<file path="config.mk">
export PLATFORM = sky130hd
export DESIGN_NAME = icg_gpio_port
export DESIGN_NICKNAME = d
export VERILOG_FILES = /design/src/shared/icg_pkg.sv /design/src/hw/icg_gpio_port.sv
export SDC_FILE = /design/constraint.sdc
export NUM_CORES = 1
export LEC_CHECK = 0
export BUFFER_PORTS_ARGS = -buffer_cell sky130_fd_sc_hd__buf_2
export CAP_MARGIN = 25
export CORE_MARGIN = 2
export CORE_UTILIZATION = 40
export CTS_BUF_LIST = sky130_fd_sc_hd__clkbuf_8
export DETAILED_ROUTE_END_ITERATION = 12
export PLACE_DENSITY = 0.7
export SYNTH_ARGS = -nofsm -noshare
export SYNTH_HDL_FRONTEND = slang
export SYNTH_SLANG_ARGS = --single-unit
</file>
<file path="constraint.sdc">
create_clock -name sys_clk -period 2.4 [get_ports sys_clk]
set_input_delay 0.48 -clock sys_clk [delete_from_list [all_inputs] [get_ports sys_clk]]
set_output_delay 0.48 -clock sys_clk [all_outputs]
set_load 0.01 [all_outputs]
</file>
<file path="src/shared/icg_pkg.sv">
package icg_pkg;
  // ************************************************************
  // Host I/O port addresses
  // ************************************************************
  localparam logic [15:0] ICG_INDEX_PORT_ADDR = 16'h002e;
  localparam logic [15:0] ICG_DATA_PORT_ADDR  = 16'h002f;

  // ************************************************************
  // Configuration indices and key values
  // ************************************************************
  localparam logic [7:0] ICG_IDX_LDN       = 8'h07;
  localparam logic [7:0] ICG_IDX_DIRECTION = 8'hf0;
  localparam logic [7:0] ICG_IDX_PIN_DATA  = 8'hf1;
  localparam logic [7:0] ICG_IDX_INVERT    = 8'hf2;
  localparam logic [7:0] ICG_KEY_ENTER     = 8'h87;
  localparam logic [7:0] ICG_KEY_EXIT      = 8'haa;
  localparam logic [7:0] ICG_GPIO_LDN      = 8'h09;

  // ************************************************************
  // Reset values
  // ************************************************************
  localparam logic [7:0] ICG_DIRECTION_RST = 8'hff;
  localparam logic [7:0] ICG_PIN_DATA_RST  = 8'h00;
  localparam logic [7:0] ICG_INVERT_RST    = 8'h00;
  localparam logic [7:0] ICG_INDEX_RST     = 8'h00;
  localparam logic [7:0] ICG_LDN_RST       = 8'h00;
  localparam logic [7:0] ICG_IDLE_READ     = 8'hff;

  typedef enum logic [1:0] {
    ICG_LOCKED,
    ICG_KEY_HALF,
    ICG_UNLOCKED
  } icg_mode_e;
endpackage

</file>
<file path="src/hw/icg_gpio_port.sv">
// Notes on behaviour
// - Index port at 2Eh selects config register.
// - Data port at 2Fh accesses selected register.
// - Two successive 87h index writes unlock.
// - Index write of AAh locks again.
// - Index 07h holds latched logical device number.
// - GPIO registers visible only when device 09.
// - Direction F0h, reset FFh, one means input.
// - Data F1h, reset 00h, outputs read back.
// - Input bits read pin, writes ignored.
// - Inversion F2h, one inverts both directions.
// - Inversion zero passes value unchanged.
module icg_gpio_port
  import icg_pkg::*;
#(
  parameter int          WIDTH   = 8,
  parameter logic [7:0]  GPIO_LDN = ICG_GPIO_LDN
) (
  input  wire logic        sys_clk,
  input  wire logic        rst,
  input  wire logic [15:0] io_addr,
  input  wire logic        io_wr,
  input  wire logic        io_rd,
  input  wire logic [7:0]  io_wdata,
  output logic      [7:0]  io_rdata,
  output logic             io_rvalid,
  input  wire logic [WIDTH-1:0] pin_in,
  output logic      [WIDTH-1:0] pin_out,
  output logic      [WIDTH-1:0] pin_oe
);

  // ************************************************************
  // State
  // ************************************************************
  typedef struct packed {
    icg_mode_e        mode;
    logic [7:0]       index;
    logic [7:0]       ldn;
    logic [WIDTH-1:0] dir;
    logic [WIDTH-1:0] dat;
    logic [WIDTH-1:0] inv;
    logic [7:0]       rdata;
    logic             rvalid;
    logic [WIDTH-1:0] pout;
    logic [WIDTH-1:0] poe;
  } icg_state_s;

  icg_state_s st_r;
  icg_state_s st_nxt;

  // The value software sees in the data register: outputs echo the latch,
  // inputs show the (optionally inverted) live pin level.
  function automatic logic [WIDTH-1:0] data_view(input logic [WIDTH-1:0] dir,
                                                 input logic [WIDTH-1:0] dat,
                                                 input logic [WIDTH-1:0] inv,
                                                 input logic [WIDTH-1:0] pin);
    data_view = (dir & (pin ^ inv)) | (~dir & dat);
  endfunction

  logic idx_wr;
  logic dat_wr;
  logic dat_rd;
  logic gpio_sel;
  assign idx_wr   = io_wr && (io_addr == ICG_INDEX_PORT_ADDR);
  assign dat_wr   = io_wr && (io_addr == ICG_DATA_PORT_ADDR);
  assign dat_rd   = io_rd && (io_addr == ICG_DATA_PORT_ADDR);
  assign gpio_sel = (st_r.ldn == GPIO_LDN);

  // ************************************************************
  // Next-state logic
  // ************************************************************
  always_comb begin
    logic [7:0] rd;
    rd     = ICG_IDLE_READ;
    st_nxt = st_r;
    st_nxt.rvalid = io_rd;
    if (idx_wr) begin
      unique case (st_r.mode)
        ICG_LOCKED: begin
          if (io_wdata == ICG_KEY_ENTER) st_nxt.mode = ICG_KEY_HALF;
        end
        ICG_KEY_HALF: begin
          // Any other index write breaks the key and starts over.
          st_nxt.mode = (io_wdata == ICG_KEY_ENTER) ? ICG_UNLOCKED : ICG_LOCKED;
        end
        ICG_UNLOCKED: begin
          // Once unlocked, a further enter key is taken as a plain index value.
          if (io_wdata == ICG_KEY_EXIT) st_nxt.mode = ICG_LOCKED;
          else st_nxt.index = io_wdata;
        end
      endcase
    end
    if (dat_wr && st_r.mode == ICG_UNLOCKED) begin
      if (st_r.index == ICG_IDX_LDN) st_nxt.ldn = io_wdata;
      else if (gpio_sel) begin
        unique case (st_r.index)
          ICG_IDX_DIRECTION: st_nxt.dir = io_wdata[WIDTH-1:0];
          ICG_IDX_PIN_DATA:
            st_nxt.dat = (st_r.dat & st_r.dir) | (io_wdata[WIDTH-1:0] & ~st_r.dir);
          ICG_IDX_INVERT:    st_nxt.inv = io_wdata[WIDTH-1:0];
          default: ;
        endcase
      end
    end
    // Refused and unknown reads all return the idle value, as an undecoded bus would.
    if (dat_rd && st_r.mode == ICG_UNLOCKED) begin
      if (st_r.index == ICG_IDX_LDN) rd = st_r.ldn;
      else if (gpio_sel) begin
        unique case (st_r.index)
          ICG_IDX_DIRECTION: rd = 8'(st_r.dir);
          ICG_IDX_PIN_DATA:  rd = 8'(data_view(st_r.dir, st_r.dat, st_r.inv, pin_in));
          ICG_IDX_INVERT:    rd = 8'(st_r.inv);
          default:           rd = ICG_IDLE_READ;
        endcase
      end
    end
    st_nxt.rdata = io_rd ? rd : st_r.rdata;
    // The pins are fed from the next state, so a register write reaches them on the same edge as the register.
    // The output level follows the data latch even on input pins; only the enable decides
    // what reaches the pad, so a later direction change never glitches the driven level.
    st_nxt.pout  = st_nxt.dat ^ st_nxt.inv;
    st_nxt.poe   = ~st_nxt.dir;
  end

  always_ff @(posedge sys_clk or posedge rst) begin
    if (rst) begin
      st_r.mode   <= ICG_LOCKED;
      st_r.index  <= ICG_INDEX_RST;
      st_r.ldn    <= ICG_LDN_RST;
      st_r.dir    <= WIDTH'(ICG_DIRECTION_RST);
      st_r.dat    <= WIDTH'(ICG_PIN_DATA_RST);
      st_r.inv    <= WIDTH'(ICG_INVERT_RST);
      st_r.rdata  <= ICG_IDLE_READ;
      st_r.rvalid <= 1'b0;
      st_r.pout   <= WIDTH'(ICG_PIN_DATA_RST ^ ICG_INVERT_RST);
      st_r.poe    <= ~WIDTH'(ICG_DIRECTION_RST);
    end else begin
      st_r <= st_nxt;
    end
  end

  assign io_rdata  = st_r.rdata;
  assign io_rvalid = st_r.rvalid;
  assign pin_out   = st_r.pout;
  assign pin_oe    = st_r.poe;
endmodule // icg_gpio_port

</file>
==> impl_results.md <==
- Unrepaired setup endpoints after global routing: no
- Final estimated routing congestion in global placement: 0.8320
- Count of input and output buffers: 60
- Setup-failing EPs final: 0
- Synthesized flop and latch total: 67
- CTS root buffer: clkbuf_8
- Fill cells: 832
- Mapped Nets: 410
- Final count of pins violating max slew: 0
- Number of setup buffers added after CTS: 0
- Count of different cell masters after synthesis: 49
- Number of remaining DRC errors: 0
- Area growth from synthesis to layout: 16.24%
- Total leakage power: 2.057 nW
- Share of flip-flops with an asynchronous set or reset after synthesis: 100.0%
- Overall die area: 0.01017 sq mm
- Number of search-and-repair iterations in the first detailed-routing pass: 4
- Worst voltage drop across the vdd grid: 0.3644 mV
- Share of cells above drive strength 1: 36.75%
- Post-Synthesis Mean Instance Area: 10.11 sq um
- Post-CTS Resized: 0
- Via count of the first global-routing pass: 2844
- Clock tree from TritonCTS: yes
- Final hold violation count: 0
- GRT overflow: 0
- Number of vias in the routed layout: 2906
- Startpoint type of the worst setup path: register
- Hold WS: 0.1828 ns
- Final min period: 2.139 ns
- Initial antenna violation count: 0
- Setup TNS: 0 ns
- Final non-filler cell area: 0.004362 sq mm
- Maximum capacitance violations: 0
- Row count: 35
- Pre-CTS setup slack: -0.06453 ns
- Starting density of the core: 41.00%
- I/O Pins: 61
- Final setup margin: 0.2609 ns
- Arr. time, crit path: 2.39 ns
- Total power density per cell area: 535.4 mW/mm^2
- Clock insertion delay at the later pin of the skew report: 0.35 ns
- Antenna diode count: 0
- Worst slew slack as a fraction of its limit: 56.68%
- Cell Area, Synth: 0.003752 sq mm
- Drt first-iter violations: 189
- Clock sink count: 67
- Hold/Removal Path Class: input port to asynchronous set/reset pin
- Most used DFF post-synth: dfrtp_1
- Synth Instances: 371
- Sequential standard cell area: 0.001697 sq mm
- Number of warning messages in the yosys log: 0
- Nets: 453
- H-tree Lvls: 3
- Post-route ant nets: 0
- Core area: 0.009153 sq mm
- Upper clock frequency limit: 467.5 MHz
- Final routed wirelength across all metal layers: 8.939 mm
- Area of the multi-input gates: 0.001758 sq mm
- Period Utilization, post-route: 89.13%
- Hold buffer count at cts: 0
- Outcome: completed
- Worst Setup Path Type: register to register
- Largest net degree at the start of global routing: 68
- TritonCTS Buffers: 9
- Die W: 100.9 um
- Overall routing resource usage: 18.77%
- Tightest Pin Transition: 0.6498 ns
- Slack of the worst reg-to-reg path: 0.26 ns
- Wire length of the first global-routing pass: 14.63 mm
- Placement-stage cell area: 0.004126 sq mm
- Crit path capture type: register
- Largest clock skew in the final design: 0.01077 ns
- Number of synthesized flops with an enable pin: 0
- Post-DR vias/cell: 5.483
- Post-detail-place hpwl: 6.176 mm
- Maximum fanout along the worst path: 16
- Sequential element share of the synthesized area: 45.22%
- Wire per inst: 16.87 um
- Data required time of the worst path: 2.65 ns
- Maximum number of buffers from clock root to sink: 2
- Die height: 100.9 um
- Clock-pin slew on the worst setup and hold paths: 0.08 ns
## cells by family (layout without fill, tap and decap cells)
group                      count (synthesis)  count (layout)  share of synthesized area, %
AOI/OAI and AO/OA                         68              68                         11.90
buffers and inverters                     51              99                         7.935
muxes                                     39              39                         11.57
adders and majority gates                  3               3                         1.000
DFF                                       67              67                         45.21
xor gates and xnor gates                  16              16                         3.734
and+or+nand+nor                          127             127                         18.64
## area by class of cell
cell class / instances / share of cell area, %
Sequential cell: 67 / 38.90
Inverter: 4 / 0.3442
Clock buffer: 11 / 3.471
Multi-Input combinational cell: 253 / 40.30
Tap cell: 111 / 3.184
Timing Repair Buffer: 79 / 11.88
Clock inverter: 5 / 1.922
## where the power goes
group          leakage [nW]  switching [mW]  internal (mW)
registers             0.825        0.000185           1.13
clock network         0.112           0.453          0.645
logic                  1.12          0.0654         0.0405
## state kept, by name, indices dropped and copies added (netlist names)
name       flops
pin_oe         8
io_rdata       8
pin_out        8
st_r          42
io_rvalid      1
## cells in the final DEF (no fill, tap or decap), types with 3 or more instances in the layout
cell type / count
dfrtp_1: 51
xnor2_1: 11
and3_1: 4
clkbuf_8: 11
buf_12: 6
mux2i_1: 10
nand3_1: 4
inv_1: 3
nor3_1: 13
a21oi_1: 21
dfstp_2: 16
ha_1: 3
o21ai_0: 6
buf_2: 60
o211ai_1: 6
xor2_1: 5
nor2_1: 25
a211oi_1: 5
o211a_1: 5
nand4_1: 3
o22ai_1: 8
nand2b_1: 3
a31oi_1: 8
and2_1: 12
mux2_2: 27
buf_4: 13
or2_2: 5
nor4_1: 3
nand2_1: 34
o22a_1: 8
## worst paths after layout
| check | start | end | cells past startpoint |
|---|---|---|---|
| min in group sys_clk | io_rd | io_rvalid | 1 |
| max reg2reg | st_r[50] | pin_out[7] | 6 |
| min | rst | pin_oe[1] | 3 |
| min reg2reg | io_rdata[1] | io_rdata[1] | 2 |
| max in group asynchronous | rst | io_rdata[4] | 3 |
| max | st_r[50] | pin_out[7] | 6 |
## cell usage after synthesis (2+ instances only)
cell	count	share of area [%]
o21ai_0	6	0.80
nand4_1	3	0.50
clkbuf_1	18	1.8
dfrtp_1	51	34
nor4_4	2	1.1
mux2i_1	10	2.7
mux2_4	2	0.80
and4_1	2	0.47
nor2_2	2	0.33
a211oi_1	5	1.0
inv_1	4	0.40
nor4_1	3	0.50
xnor2_1	11	2.6
o211a_1	5	1.3
a31oi_1	8	1.3
xor2_1	5	1.2
o211ai_1	6	1.2
dfstp_2	16	11
nor2b_1	2	0.33
buf_4	24	4.8
nor3_1	13	1.7
nand3b_1	2	0.40
or2_2	5	0.83
o22ai_1	8	1.3
a21oi_1	21	2.8
ha_1	3	1.0
o22a_1	8	1.9
nor2_1	25	2.5
buf_2	3	0.40
and3_1	4	0.67
nand2_1	34	3.4
nand3_1	4	0.53
nand2b_1	3	0.50
and2_1	12	2.0
mux2_2	27	8.1
## through the flow
step                total power [mW]  utilization [%]  instances
floorplan                      1.205                -        371
CTS                            2.360            47.66        530
global placement               1.256            45.09        514
finish                         2.335            47.66        530
global route                   2.411            47.66        530
detailed placement             1.259            45.09        514
## metal layers
layer  global-route usage [%]  part of all wire [%]  up-vias
li1                         -                     -     1374
met1                    23.84                    45     1430
met2                    30.51                    49       89
met3                    5.270                   5.1       13
met4                    6.955                   1.5        0
met5                        0                     0        -
## critical path, stage by stage (launching register included)
cell	delay, ns
dfrtp_1	0.40
nor4bb_1	0.53
nand4_2	0.23
buf_4	0.26
nor3_1	0.27
a211oi_1	0.12
nor3_1	0.24
Power figures use the tool's default switching activity.
